[src/tmr8_pkg.sv]
// Purpose: Shared constants and types for the 8-bit timer slice
// Assumes: Byte-wide CPU I/O register port, one clock
// Notes:   Offsets are I/O addresses
package tmr8_pkg;
    // ------------------------------------------------------------
    // Register map
    // ------------------------------------------------------------
    localparam logic [5:0] COMPARE_VALUE_OFS = 6'h23;
    localparam logic [5:0] COUNTER_VALUE_OFS = 6'h24;
    localparam logic [5:0] CONTROL_OFS       = 6'h25;
    localparam logic [5:0] IRQ_FLAGS_OFS     = 6'h36;
    localparam logic [5:0] IRQ_MASK_OFS      = 6'h37;
    localparam logic [7:0] REG_RESET         = 8'h00;
    localparam int         CMP_BIT           = 7;
    localparam int         OVF_BIT           = 6;
    localparam int         WGM_LO_BIT        = 6;
    localparam int         WGM_HI_BIT        = 3;
    localparam int         COM_HI_BIT        = 5;
    localparam int         COM_LO_BIT        = 4;
    localparam logic [7:0] TOP_MAX           = 8'hFF;
    localparam logic [7:0] BOTTOM            = 8'h00;

    // ------------------------------------------------------------
    // Prescaler taps
    // ------------------------------------------------------------
    localparam int         PRESC_W           = 10;
    localparam logic [9:0] DIV8_MASK         = 10'h007;
    localparam logic [9:0] DIV64_MASK        = 10'h03F;
    localparam logic [9:0] DIV256_MASK       = 10'h0FF;
    localparam logic [9:0] DIV1024_MASK      = 10'h3FF;

    typedef enum logic [1:0] {
        TMR8_WG_NORMAL,
        TMR8_WG_PHASE,
        TMR8_WG_CTC,
        TMR8_WG_FAST
    } tmr8_wave_t;

    typedef struct packed {
        logic       wr;
        logic       rd;
        logic [5:0] addr;
        logic [7:0] wdata;
    } tmr8_io_req_t;

    typedef struct packed {
        logic       valid;
        logic [7:0] rdata;
    } tmr8_io_rsp_t;
endpackage : tmr8_pkg

[src/tmr8_clk_src.sv]
// Purpose: Counter tick source: prescaler or external count pin
// Assumes: Pin is asynchronous to clk_i
// Notes:   Tick is a one-cycle enable pulse
`timescale 1ns/1ps
module tmr8_clk_src (
    input  wire logic       clk_i,
    input  wire logic       arst_n_i,
    input  wire logic [2:0] clock_select_i,
    input  wire logic       ext_count_pin_i,
    output logic            tick_o
);
    typedef struct packed {
        logic [9:0] presc;
        logic       sync1;
        logic       sync2;
        logic       last;
    } tmr8_cs_state_t;

    tmr8_cs_state_t s_q, s_d;
    logic           tick_c;

    always_comb begin
        s_d       = s_q;
        s_d.presc = s_q.presc + 10'h001;
        s_d.sync1 = ext_count_pin_i;
        s_d.sync2 = s_q.sync1;
        s_d.last  = s_q.sync2;
        case (clock_select_i)
            3'h1:    tick_c = 1'b1;
            3'h2:    tick_c = (s_q.presc & tmr8_pkg::DIV8_MASK) == tmr8_pkg::DIV8_MASK;
            3'h3:    tick_c = (s_q.presc & tmr8_pkg::DIV64_MASK) == tmr8_pkg::DIV64_MASK;
            3'h4:    tick_c = (s_q.presc & tmr8_pkg::DIV256_MASK) == tmr8_pkg::DIV256_MASK;
            3'h5:    tick_c = s_q.presc == tmr8_pkg::DIV1024_MASK;
            // Pin read regardless of its direction
            3'h6,
            3'h7:    tick_c = s_q.last & ~s_q.sync2;
            default: tick_c = 1'b0;
        endcase
    end

    always_ff @(posedge clk_i or negedge arst_n_i) begin
        if (!arst_n_i) begin
            s_q <= '0;
        end else begin
            s_q <= s_d;
        end
    end

    assign tick_o = tick_c;
endmodule : tmr8_clk_src

[src/tmr8_timer.sv]
// Purpose: 8-bit timer with compare, flags, mask and output modulator
// Assumes: CPU I/O strobes on clk_i; vector acks are one-cycle pulses
// Notes:   Compare output mode logic reduced to enable and toggle-style output
`timescale 1ns/1ps

module tmr8_timer (
    input  wire logic                  clk_i,
    input  wire logic                  arst_n_i,
    input  tmr8_pkg::tmr8_io_req_t     io_req_i,
    output tmr8_pkg::tmr8_io_rsp_t     io_rsp_o,
    input  wire logic                  ext_count_pin_i,
    input  wire logic                  global_irq_en_i,
    input  wire logic                  compare_vec_ack_i,
    input  wire logic                  overflow_vec_ack_i,
    input  wire logic                  compare_out_a_i,
    input  wire logic                  compare_out_a_en_i,
    input  wire logic                  port_latch_bit_i,
    input  wire logic                  legacy_mode_i,
    output logic                       compare_irq_o,
    output logic                       overflow_irq_o,
    output logic                       compare_out_b_o,
    output logic                       compare_out_pin_o,
    output logic                       compare_out_pin_en_o
);
    // ------------------------------------------------------------
    // State
    // ------------------------------------------------------------
    typedef struct packed {
        logic [7:0] count;
        logic [7:0] compare_match_value;
        logic [7:0] ctrl;
        logic       compare_flag;
        logic       overflow_flag;
        logic       compare_irq_enable;
        logic       overflow_irq_enable;
        logic       down;
        logic       block_match;
        logic       wave_b;
        logic       pin;
        logic       pin_en;
        logic [7:0] rdata;
        logic       rvalid;
    } tmr8_state_t;

    tmr8_state_t         s_q, s_d;
    logic                tick;
    tmr8_pkg::tmr8_wave_t mode;
    logic [7:0]          top;
    logic                match;
    logic                ovf_evt;
    logic                cmp_evt;
    logic [1:0]          com;
    logic                mod_on;

    tmr8_clk_src u_clk_src (
        .clk_i           (clk_i),
        .arst_n_i        (arst_n_i),
        .clock_select_i  (s_q.ctrl[2:0]),
        .ext_count_pin_i (ext_count_pin_i),
        .tick_o          (tick)
    );

    // ------------------------------------------------------------
    // Counting
    // ------------------------------------------------------------
    always_comb begin
        s_d    = s_q;
        mode   = tmr8_pkg::tmr8_wave_t'({s_q.ctrl[tmr8_pkg::WGM_HI_BIT],
                                         s_q.ctrl[tmr8_pkg::WGM_LO_BIT]});
        top    = (mode == tmr8_pkg::TMR8_WG_CTC) ? s_q.compare_match_value
                                                 : tmr8_pkg::TOP_MAX;
        com    = {s_q.ctrl[tmr8_pkg::COM_HI_BIT], s_q.ctrl[tmr8_pkg::COM_LO_BIT]};
        match  = tick && !s_q.block_match
                 && (s_q.count == s_q.compare_match_value);
        cmp_evt = match;
        ovf_evt = 1'b0;
        if (tick) begin
            s_d.block_match = 1'b0;
            if (mode == tmr8_pkg::TMR8_WG_PHASE) begin
                if (!s_q.down) begin
                    if (s_q.count == top) begin
                        s_d.down  = 1'b1;
                        s_d.count = s_q.count - 8'h01;
                    end else begin
                        s_d.count = s_q.count + 8'h01;
                    end
                end else if (s_q.count == tmr8_pkg::BOTTOM) begin
                    s_d.down  = 1'b0;
                    s_d.count = s_q.count + 8'h01;
                    ovf_evt   = 1'b1;
                end else begin
                    s_d.count = s_q.count - 8'h01;
                end
            end else if (s_q.count == top) begin
                s_d.count = tmr8_pkg::BOTTOM;
                s_d.down  = 1'b0;
                ovf_evt   = (s_q.count == tmr8_pkg::TOP_MAX);
            end else begin
                s_d.count = s_q.count + 8'h01;
                s_d.down  = 1'b0;
                // Count written above top still wraps at max
                ovf_evt   = (s_q.count == tmr8_pkg::TOP_MAX);
            end
        end
        if (match && com != 2'h0) begin
            s_d.wave_b = ~s_q.wave_b;
        end

        // --------------------------------------------------------
        // Register writes
        // --------------------------------------------------------
        s_d.rvalid = io_req_i.rd;
        s_d.rdata  = tmr8_pkg::REG_RESET;
        if (io_req_i.wr) begin
            if (io_req_i.addr == tmr8_pkg::COMPARE_VALUE_OFS) begin
                s_d.compare_match_value = io_req_i.wdata;
            end else if (io_req_i.addr == tmr8_pkg::COUNTER_VALUE_OFS) begin
                s_d.count       = io_req_i.wdata;
                s_d.block_match = 1'b1;
            end else if (io_req_i.addr == tmr8_pkg::CONTROL_OFS) begin
                s_d.ctrl = io_req_i.wdata & 8'h7F;
            end else if (io_req_i.addr == tmr8_pkg::IRQ_MASK_OFS) begin
                s_d.compare_irq_enable  = io_req_i.wdata[tmr8_pkg::CMP_BIT];
                s_d.overflow_irq_enable = io_req_i.wdata[tmr8_pkg::OVF_BIT];
            end
        end

        // --------------------------------------------------------
        // Flags: set wins over either clear
        // --------------------------------------------------------
        if (io_req_i.wr && io_req_i.addr == tmr8_pkg::IRQ_FLAGS_OFS) begin
            if (io_req_i.wdata[tmr8_pkg::CMP_BIT]) begin
                s_d.compare_flag = 1'b0;
            end
            if (io_req_i.wdata[tmr8_pkg::OVF_BIT]) begin
                s_d.overflow_flag = 1'b0;
            end
        end
        if (compare_vec_ack_i) begin
            s_d.compare_flag = 1'b0;
        end
        if (overflow_vec_ack_i) begin
            s_d.overflow_flag = 1'b0;
        end
        if (cmp_evt) begin
            s_d.compare_flag = 1'b1;
        end
        if (ovf_evt) begin
            s_d.overflow_flag = 1'b1;
        end

        // --------------------------------------------------------
        // Register reads
        // --------------------------------------------------------
        if (io_req_i.rd) begin
            if (io_req_i.addr == tmr8_pkg::COMPARE_VALUE_OFS) begin
                s_d.rdata = s_q.compare_match_value;
            end else if (io_req_i.addr == tmr8_pkg::COUNTER_VALUE_OFS) begin
                s_d.rdata = s_q.count;
            end else if (io_req_i.addr == tmr8_pkg::CONTROL_OFS) begin
                s_d.rdata = s_q.ctrl;
            end else if (io_req_i.addr == tmr8_pkg::IRQ_FLAGS_OFS) begin
                s_d.rdata = {s_q.compare_flag, s_q.overflow_flag, 6'h00};
            end else if (io_req_i.addr == tmr8_pkg::IRQ_MASK_OFS) begin
                s_d.rdata = {s_q.compare_irq_enable, s_q.overflow_irq_enable, 6'h00};
            end
        end

        // --------------------------------------------------------
        // Output modulator
        // --------------------------------------------------------
        // Fuse mode wins: legacy parts have no modulator
        mod_on = compare_out_a_en_i && (com != 2'h0) && !legacy_mode_i;
        if (mod_on) begin
            s_d.pin = port_latch_bit_i ? (compare_out_a_i | s_q.wave_b)
                                       : (compare_out_a_i & s_q.wave_b);
        end else if (com != 2'h0) begin
            s_d.pin = s_q.wave_b;
        end else if (compare_out_a_en_i) begin
            s_d.pin = compare_out_a_i;
        end else begin
            s_d.pin = port_latch_bit_i;
        end
        s_d.pin_en = (com != 2'h0) || compare_out_a_en_i;
    end

    always_ff @(posedge clk_i or negedge arst_n_i) begin
        if (!arst_n_i) begin
            s_q <= '0;
        end else begin
            s_q <= s_d;
        end
    end

    assign io_rsp_o             = '{valid: s_q.rvalid, rdata: s_q.rdata};
    assign compare_irq_o        = s_q.compare_irq_enable & global_irq_en_i
                                  & s_q.compare_flag;
    assign overflow_irq_o       = s_q.overflow_irq_enable & global_irq_en_i
                                  & s_q.overflow_flag;
    assign compare_out_b_o      = s_q.wave_b;
    assign compare_out_pin_o    = s_q.pin;
    assign compare_out_pin_en_o = s_q.pin_en;
endmodule : tmr8_timer

[config.mk]
export PLATFORM = sky130hd
export DESIGN_NAME = tmr8_timer
export DESIGN_NICKNAME = d
export VERILOG_FILES = /design/src/tmr8_pkg.sv /design/src/tmr8_clk_src.sv /design/src/tmr8_timer.sv
export SDC_FILE = /design/constraint.sdc
export NUM_CORES = 1
export LEC_CHECK = 0
export BUFFER_PORTS_ARGS = -buffer_cell sky130_fd_sc_hd__buf_4
export CORE_ASPECT_RATIO = 0.75
export CORE_MARGIN = 3
export CORE_UTILIZATION = 50
export DETAILED_ROUTE_END_ITERATION = 7
export PLACE_DENSITY = 0.71
export SLEW_MARGIN = 10
export SYNTH_ARGS = -nofsm -noshare
export SYNTH_HDL_FRONTEND = slang
export SYNTH_SLANG_ARGS = --single-unit
export TNS_END_PERCENT = 1
[constraint.sdc]
create_clock -name clk_i -period 2.6 [get_ports clk_i]
set_input_delay 0.13 -clock clk_i [delete_from_list [all_inputs] [get_ports clk_i]]
set_output_delay 0.13 -clock clk_i [all_outputs]
set_load 0.005 [all_outputs]
Word level (Yosys, flattened, before mapping)
Cells that the tools add are included.

Word-level logic and storage cells: 119. Bits in registers: 54. Input bits: 26. Output and inout port bits: 14. Bits in latches: 0. Memories: 0. Bits in writable memories: 0. Memory bits (read-only): 0.

$lt $le $gt $ge: 0. Reduce and logical (&&, ||, !) cells: 21. Divide/modulo/power cells: 0. Bitwise logic cells: 12. Equality and inequality tests: 21. Shifts and indexed selects: 0. Multiplexer cells: 44. $mul: 0. Add/subtract/negate cells: 3.

Operators by type and width (number): 8-bit 2-to-1 mux (16); 6-bit == test (second input constant) (6); 24-bit 2-to-1 mux (1); 1-bit 2-to-1 mux (22); 7-bit 2-to-1 mux (3); 8-bit == test (2); 8-bit == test (second input constant) (2); 3-bit == test (second input constant) (5); 3-bit nonzero test (4); 10-bit by 1-bit adder with 10-bit output (second input constant) (1); 10-bit == test (second input constant) (1); 8-bit by 1-bit adder with 8-bit output (second input constant) (1); 8-bit logical NOT (1); 8-bit by 1-bit subtractor with 8-bit output (second input constant) (1); 1-bit AND (6); 3-bit by 2-bit == test with 1-bit output (second input constant) (2); 1-bit logical AND (6); 1-bit one-hot mux with 6 select lines (1); 2-bit AND reduction (3); 1-bit inverter (5); 5-bit AND reduction (1); 4-bit AND reduction (1); 3-bit by 1-bit == test with 1-bit output (second input constant) (1); 2-bit by 1-bit == test with 1-bit output (second input constant) (1); 7 further kinds (8).

Logic depth before layout (Yosys ltp)
Gate-level depths: netlist of run 1.

Depth in word-level cells: 10. Gate-level depth with buffers: 10. Mapped depth without buffers: 9.

Cells and area by module
A second synthesis of run 1 with hierarchy kept.

Cells, all modules: 321. Area, all modules: 3086.7 sq um.

Modules (own cells, without submodules): tmr8_timer (area an instance 2547.4 sq um, sequential area each 1026.0 sq um, instances 1, cells an instance 279); tmr8_clk_src (area an instance 539.3 sq um, sequential area each 325.3 sq um, instances 1, cells an instance 42).

Worst setup path after synthesis of run 1
OpenSTA, ideal clock, no wires.

Path kind: register -> register. From: register s_q[37] (netlist bit). To: register s_q[39] (netlist bit). Cell stages (with the launch flop): 8. Library setup time: 126 ps. Path buffers: 1. Required time: 2474 ps. Arrival time: 2058 ps. Clock period less this slack: 2184 ps. Slack: 416 ps. Path through: dfrtp_1 > buf_6 > or4_4 > nor4b_4 > or2b_2 > o31a_4 > a22oi_1 > a221o_1.

RTL lines: start, declared (RTL line tmr8_timer.sv:45) `tmr8_state_t s_q, s_d;`; start signal, assigned (RTL line tmr8_timer.sv:189) `s_q <= '0;`; start signal, assigned (RTL line tmr8_timer.sv:191) `s_q <= s_d;`.

==> out/qor.yml, run 1 <==
layout:
  fin_cells: 423
  antenna_cells: 0
  ff_latch_area_sq_um: 1350
  layout-drive-gt1-share: 0.244
  nFillCells: 491
  multiInputGateArea_sq_um: 1500
  area_delta_synth_final_pct: 14.7
  design.final.nets: 378
placement:
  dp.cells: 412
  hpwl_um: 5060
  numPortBuffers: 39
  gp_congestion: 0.920
critical_path:
  critPathKind: "reg2reg"
  cp_max_fo: 12
  slowest_delay_ns: 0.56
  critPathTopFamily: "simple AND/OR/NAND/NOR gates"
  crit_chain: "or4_4 -> nor4b_4 -> or2b_2 -> o31a_4 -> a22oi_1 -> a221o_1"
  critPathLaunchType: "flip-flop"
  path_buf_inv: 0
  end_kind: "flip-flop"
  crit_arrival_ns: 2.59
  crit_slowest_cell: "or4_4"
  crit_required_ns: 2.80
power_and_ir_drop:
  p_comb_frac: 0.291
  swShare: 0.348
  leakagePower_nw: 1.58
  p_int_mw: 1.42
  power.density_nw_per_um2: 626
  p_clk_frac: 0.217
  switchingPower_uw: 755
  seqPwrFrac: 0.492
  ir_drop_mv: 0.264
drt:
  route.vias.total: 2452
  routed_via_density: 5.80
  wire_per_inst_um: 16.2
  drtPass1Iterations: 5
  routed_wl_um: 6840
  drcViolationCount: 0
  antenna_left: 0
  drt-initial-drc-count: 205
floorplanning:
  io_pins: 40
  fp.dieH_um: 73.4
  core_area_sq_um: 5580
  die_area_sq_um: 7030
  rows: 23
  die_x_um: 95.8
  initial_core_util: 0.542
timing:
  finalHoldViolations: 0
  rsz0062_at_grt: "false"
  max_freq_ghz: 0.418
  setup_viol: 0
  setup-tns-final_ns: 0
  skew_ns: 0.00529
  slew-limit-headroom: 0.559
  slew_violations: 0
  tightest_slew_ns: 0.662
  fin_crit_ns: 2.39
  finalCritPeriodShare: 0.919
  hold-worst-slack_ns: 0.0244
grt:
  antenna_found_initial: 0
  track_usage: 0.207
  grt_pass1_wl_um: 11200
  grt_pass1_vias: 2238
  grt_max_degree: 55
  gr-total-overflow: 0
clocking:
  cts_tree: "done"
  htreeDepth: 2
  postCtsSetupBuffers: 0
  clock_path_buffers: 2
  clkLatencyLatePin_ns: 0.31
  clockRootBuffer: "clkbuf_8"
  clk_pin_slew_ns: 0.10
  clock_sinks: 54
  numCtsBuffers: 5
synthesis:
  synthFlopType: "dfrtp_1"
  ys_seq_area_frac: 0.447
  post_synth_instance_area_sq_um: 3020
  async_flop_share: 1.00
  syn_nets: 342
  synth_edf_count: 0
  yosysUniqueCellTypes: 52
  syn_inst: 311
  yosys_register_bits: 54
  avgSynthCellArea_sq_um: 9.72
  yosys_warnings: 0
worst_hold_path:
  min_path_type: "in2reg"
status:
  status: "finished clean"
job:
  max-cap-violations: 0
==> layout by cell type (no fill, tap or decap), types with 4 or more instances in the layout <==
cell type | netlist | final
dfrtp_1 | 54 | 54
buf_4 | 11 | 45
nand2_1 | 36 | 36
nor2_1 | 27 | 27
mux2_2 | 19 | 19
a21oi_1 | 16 | 16
nand3_1 | 12 | 12
inv_1 | 11 | 11
nor2b_1 | 9 | 9
xnor2_1 | 9 | 9
or3_1 | 7 | 7
o21ai_0 | 7 | 7
xor2_1 | 6 | 6
o221ai_1 | 6 | 6
nor3_1 | 5 | 5
and3_1 | 5 | 5
ha_1 | 5 | 5
clkbuf_8 | 0 | 5
and2_1 | 4 | 4
o22ai_1 | 4 | 4
nand4_1 | 4 | 4
a211oi_1 | 4 | 4
==> layer usage <==
metal | track usage | vias to the layer above | part of all wire | wire length, um
met5 | 0 | - | 0 | 0
li1 | - | 1176 | - | -
met2 | 0.297 | 99 | 0.42 | 2870
met1 | 0.317 | 1164 | 0.48 | 3300
met3 | 0.0358 | 13 | 0.080 | 544
met4 | 0.0678 | 0 | 0.018 | 123
==> Yosys cell counts (2+ instances only) <==
cell       count  share of area
dfrtp_1       54           0.45
nand2_1       36          0.045
nor2_1        27          0.034
mux2_2        19          0.071
a21oi_1       16          0.026
nand3_1       12          0.020
buf_4         11          0.027
inv_1         11          0.014
nor2b_1        9          0.019
xnor2_1        9          0.026
o21ai_0        7          0.012
or3_1          7          0.014
o221ai_1       6          0.017
xor2_1         6          0.017
and3_1         5          0.010
clkbuf_1       5         0.0062
ha_1           5          0.021
nor3_1         5         0.0083
a211oi_1       4         0.0099
and2_1         4         0.0083
nand4_1        4         0.0083
o22ai_1        4         0.0083
a31oi_1        3         0.0062
nand3b_1       3         0.0074
o21ai_1        3         0.0050
or4_1          3         0.0074
a2111oi_0      2         0.0058
a2111oi_2      2         0.0099
a221o_1        2         0.0066
a22o_1         2         0.0058
a22oi_1        2         0.0050
buf_2          2         0.0033
or3_4          2         0.0074
==> layout make-up <==
type	count	share of cell area
inverters	12	0.0130
well taps	75	0.0270
repair buffers	49	0.112
multi-input cells	225	0.433
flip-flops and latches	54	0.389
clock buffers	5	0.0198
clock inverters	3	0.00613
==> sequential cells by signal, indices dropped and copies added (netlist names) <==
| signal | flops |
|---|---|
| compare_out_pin_en_o | 1 |
| compare_out_pin_o | 1 |
| u_clk_src.s_d | 2 |
| s_q | 25 |
| mode | 2 |
| compare_out_b_o | 1 |
| u_clk_src.s_q | 11 |
| io_rsp_o | 9 |
| com | 2 |
==> what timing repair did <==
item | 4_1_cts | 5_1_grt
hold endpoints to repair | 56 | 0
hold buffers | 3 | 0
resized for setup | 0 | 0
==> metrics by stage <==
step / setup slack [ns] / total power [mW] / instance area, sq um / util
after CTS: 0.223 / 2.18 / 3470 / 0.621
after global routing: 0.0743 / 2.31 / 3470 / 0.621
after detailed placement: 0.232 / 1.70 / 3350 / 0.600
after floorplan: 0.416 / 1.51 / 3020 / -
final: 0.210 / 2.17 / 3470 / 0.621
after global placement: 0.268 / 1.70 / 3350 / 0.600
==> worst paths after layout <==
path                                                 start                              to  slack [ns]  depth (start not counted)
worst max-delay path                     s_q[38]$_DFF_PN0_               s_q[39]$_DFF_PN0_        0.21                          6
worst min-delay path                    compare_out_a_en_i  compare_out_pin_en_o$_DFF_PN0_        0.02                          2
worst max register to register           s_q[38]$_DFF_PN0_               s_q[39]$_DFF_PN0_        0.21                          6
worst min register to register  u_clk_src.s_d[1]$_DFF_PN0_      u_clk_src.s_d[0]$_DFF_PN0_        0.36                          0
max in group asynchronous                         arst_n_i      u_clk_src.s_d[1]$_DFF_PN0_        1.77                          2
min in group asynchronous                         arst_n_i     compare_out_pin_o$_DFF_PN0_        0.38                          2
==> power by group through the flow <==
stage | combinational [mW] | clock, mW | sequential [mW]
after floorplan | 0.501 | 0 | 1.01
after detailed placement | 0.625 | 0 | 1.08
after global routing | 0.704 | 0.520 | 1.08
final | 0.633 | 0.471 | 1.07
after CTS | 0.631 | 0.482 | 1.06
after global placement | 0.621 | 0 | 1.08
==> logic make-up (layout without fill, tap and decap cells) <==
group,Yosys count,count (layout),share of synthesized area
and+or+nand+nor,125,125,0.214
muxes,19,19,0.0708
xor gates and xnor gates,15,15,0.0434
buffers and inverters,32,69,0.0567
AOI/OAI and AO/OA,61,61,0.147
DFF,54,54,0.447
adders and majority gates,5,5,0.0207
Power figures use the tool's default switching activity.
==> run 2, diff against run 1 <==
Settings changed: ABC_AREA set to 1, PLACE_DENSITY 0.71 to 0.7, SKIP_CTS_REPAIR_TIMING set to 1, SYNTH_HIERARCHICAL set to 1.
==> run 2 against run 1 <==
Sequential share of layout area is 2.4 points lower. Cell area up 6.7%. Setup slack improved by 0.13 ns. Critical path type unchanged. Total power rose by 18%. Synthesized cell count up 43%. Area after synthesis increased by 8.5%. Non-clock buffer count shrank 6. Die area is 7.9% higher.
==> out/qor.yml, run 2 <==
status:
  status: "finished clean"  # unchanged
power_and_ir_drop:
  seqPwrFrac: 0.454  # was 0.492
  p_int_mw: 1.49  # was 1.42 mW
  power.density_nw_per_um2: 690  # was 626 nW/um^2
  swShare: 0.417  # was 0.348
  p_comb_frac: 0.348  # was 0.291
  ir_drop_mv: 0.460  # was 0.264 mV
  leakagePower_nw: 1.82  # was 1.58 nW
  p_clk_frac: 0.198  # was 0.217
  power.total_mw: 2.55  # was 2.17 mW
  switchingPower_mw: 1.07  # was 755 uW
synthesis:
  syn_nets: 475  # was 342
  yosys_warnings: 6  # was 0
  synth_largest_area_cell: "dfrtp_1"  # unchanged
  avgSynthCellArea_sq_um: 7.39  # was 9.72 sq um
  synth_most_common_cell: "nand2_1"  # was dfrtp_1
  ys_seq_area_frac: 0.412  # was 0.447
  syn_inst: 444  # was 311
  synthTopCellsByArea: "dfrtp_1 41%, nand2_1 13%, inv_1 6.3%, o21ai_0 5.6%, a21oi_1 4.3%"  # was dfrtp_1 45%, mux2_2 7.1%, nand2_1 4.5%, nor2_1 3.4%, buf_4 2.7%
  yosysTopAreaCellShare: 0.412  # was 0.447
  async_flop_share: 1.00  # unchanged
  yosysUniqueCellTypes: 40  # was 52
  synthFlopType: "dfrtp_1"  # unchanged
  synth_edf_count: 0  # unchanged
  post_synth_instance_area_sq_um: 3280  # was 3020 sq um
  synth_commonest_cells: "113 x nand2_1, 55 x inv_1, 54 x dfrtp_1, 37 x o21ai_0, 34 x nor2_1"  # was 54 x dfrtp_1, 36 x nand2_1, 27 x nor2_1, 19 x mux2_2, 16 x a21oi_1
  yosys_register_bits: 54  # unchanged
layout:
  multiInputGateArea_sq_um: 1590  # was 1500 sq um
  ff_latch_area_sq_um: 1350  # unchanged
  antenna_cells: 0  # unchanged
  nFillCells: 569  # was 491
  design_area_sq_um: 3700  # was 3470 sq um
  design.final.nets: 509  # was 378
  largest-register: "s_q"  # unchanged
  area_delta_synth_final_pct: 12.8  # was 14.7%
  largest_reg_flops: 25  # unchanged
  final_cell_mix: "113 x nand2_1, 55 x inv_1, 54 x dfrtp_1"  # was 54 x dfrtp_1, 45 x buf_4, 36 x nand2_1
  fin_cells: 557  # was 423
  layout-drive-gt1-share: 0.148  # was 0.244
  layout_commonest_cell: "nand2_1"  # was dfrtp_1
floorplanning:
  fp.dieH_um: 76.2  # was 73.4 um
  die_x_um: 99.6  # was 95.8 um
  initial_core_util: 0.541  # was 0.542
  die_area_sq_um: 7580  # was 7030 sq um
  core_area_sq_um: 6070  # was 5580 sq um
  io_pins: 40  # unchanged
  rows: 24  # was 23
job:
  max-cap-violations: 0  # unchanged
clocking:
  numCtsBuffers: 5  # unchanged
  clock_sinks: 54  # unchanged
  clkLatencyLatePin_ns: 0.31  # about the same
  clock_path_buffers: 2  # unchanged
  cts_tree: "done"  # unchanged
  clk_pin_slew_ns: 0.10  # about the same
  clockRootBuffer: "clkbuf_8"  # unchanged
  htreeDepth: 2  # unchanged
placement:
  hpwl_um: 6720  # was 5060 um
  pre_cts_ws_ns: 0.325  # was 0.232 ns
  numPortBuffers: 39  # unchanged
  gp_congestion: 0.962  # was 0.920
  postPlaceCellArea_sq_um: 3570  # was 3350 sq um
  dp.cells: 545  # was 412
critical_path:
  crit_arrival_ns: 2.47  # was 2.59 ns
  critPathLaunchType: "flip-flop"  # unchanged
  crit_start: "u_clk_src/s_q[3]$_DFF_PN0_"  # was s_q[38]$_DFF_PN0_
  slowest_delay_ns: 0.38  # was 0.56 ns
  cp_max_fo: 12  # unchanged
  cp_common_cell: "inv_1"
  crit_chain: "ha_1 -> inv_1 -> nor2_2 -> inv_1 -> nor2_1 -> o21ai_0 -> nand2_1 -> inv_1 -> a21oi_1 -> nand2_1 -> a21oi_1 -> nor2_1"  # was or4_4 -> nor4b_4 -> or2b_2 -> o31a_4 -> a22oi_1 -> a221o_1
  end_kind: "flip-flop"  # unchanged
  crit_required_ns: 2.80  # about the same
  rr_startpoint: "u_clk_src/s_q[3]$_DFF_PN0_"  # was s_q[38]$_DFF_PN0_
  crit_slowest_cell: "dfrtp_1"  # was or4_4
  critPathKind: "reg2reg"  # unchanged
drt:
  antenna_left: 0  # unchanged
  routed_via_density: 5.64  # was 5.80
  drcViolationCount: 0  # unchanged
  route.vias.total: 3141  # was 2,452
  drt-initial-drc-count: 314  # was 205
  wire_per_inst_um: 15.3  # was 16.2 um
  routed_wl_um: 8540  # was 6840 um
  drtPass1Iterations: 5  # unchanged
worst_hold_path:
  min_path_type: "in2reg"  # unchanged
  min-delay-start: "overflow_vec_ack_i"  # was compare_out_a_en_i
timing:
  slew_violations: 0  # unchanged
  slew-limit-headroom: 0.548  # was 0.559
  setup-tns-final_ns: 0  # unchanged
  skew_ns: 0.00441  # was 0.00529 ns
  finalHoldViolations: 0  # unchanged
  setup_viol: 0  # unchanged
  rsz0062_at_grt: "false"  # unchanged
  tightest_slew_ns: 0.678  # was 0.662 ns
  finalCritPeriodShare: 0.870  # was 0.919
  max_freq_ghz: 0.442  # was 0.418 GHz
  fin_crit_ns: 2.26  # was 2.39 ns
  setup_ws_ns: 0.337  # was 0.210 ns
grt:
  grt_pass1_wl_um: 14300  # was 11,200 um
  antenna_found_initial: 0  # unchanged
  grt_pass1_vias: 2933  # was 2,238
  grt_max_degree: 55  # unchanged
  track_usage: 0.236  # was 0.207
  gr-total-overflow: 0  # unchanged
## run 2: path summary, 6_finish.rpt
path                                         endpoint  slack [ns]  cells after the start
setup / recovery                    s_q[37]$_DFF_PN0_        0.34                     12
hold / removal                    s_q[16]$_DFFE_PN0P_        0.01                      2
setup reg to reg                    s_q[37]$_DFF_PN0_        0.34                     12
hold reg to reg            u_clk_src/s_d[0]$_DFF_PN0_        0.36                      0
max in group asynchronous           s_q[35]$_DFF_PN0_        1.76                      2
min in group asynchronous  u_clk_src/s_q[3]$_DFF_PN0_        0.39                      2
## run 2: logic make-up (layout without fill, tap and decap cells)
group	Yosys count	after routing	share of synthesized area
AO/OA/AOI/OAI	87	87	0.145
XOR/XNOR	13	13	0.0347
adder cells (fa/ha/maj)	5	5	0.0191
buffers and inverters	78	113	0.104
flip-flops	54	54	0.412
AND/OR/NAND/NOR	207	207	0.285
## run 2: through the flow
stage / hold slack [ns] / util
after global placement: 0.208 / 0.588
final: 0.0111 / 0.610
after floorplan: -0.166 / -
after detailed placement: 0.212 / 0.588
after global routing: 0.00884 / 0.610
after CTS: -0.133 / 0.604
## run 2: metal layers
| metal | part of all wire | wire (um) | GRT usage | vias to the layer above |
|---|---|---|---|---|
| met3 | 0.10 | 878 | 0.0357 | 15 |
| li1 | - | - | - | 1502 |
| met1 | 0.46 | 3900 | 0.365 | 1460 |
| met2 | 0.42 | 3630 | 0.338 | 164 |
| met5 | 0 | 0 | 0 | - |
| met4 | 0.017 | 144 | 0.0696 | 0 |
## run 2: power by group through the flow
| stage | Sequential, mW | Combinational, mW | Clock (mW) |
|---|---|---|---|
| floorplan | 1.06 | 0.684 | 0 |
| global placement | 1.16 | 0.861 | 0 |
| detailed placement | 1.16 | 0.868 | 0 |
| CTS | 1.15 | 0.871 | 0.518 |
| global route | 1.17 | 1.01 | 0.548 |
| finish | 1.16 | 0.889 | 0.506 |
## run 2: critical path: cells and delay by family, from the launching register on
family / cells / cell delay (ns)
AOI/OAI and AO/OA: 3 / 0.45
buffers and inverters: 3 / 0.35
DFF: 1 / 0.38
adders and majority gates: 1 / 0.17
and+or+nand+nor: 5 / 0.81
## run 2: cell type report
cell class | instances | area share
clock buffer | 7 | 0.0233
clock inverter | 1 | 0.00237
inverter | 62 | 0.0636
multi-input combinational | 312 | 0.429
sequential | 54 | 0.365
tap | 78 | 0.0264
timing repair buffer | 43 | 0.0899
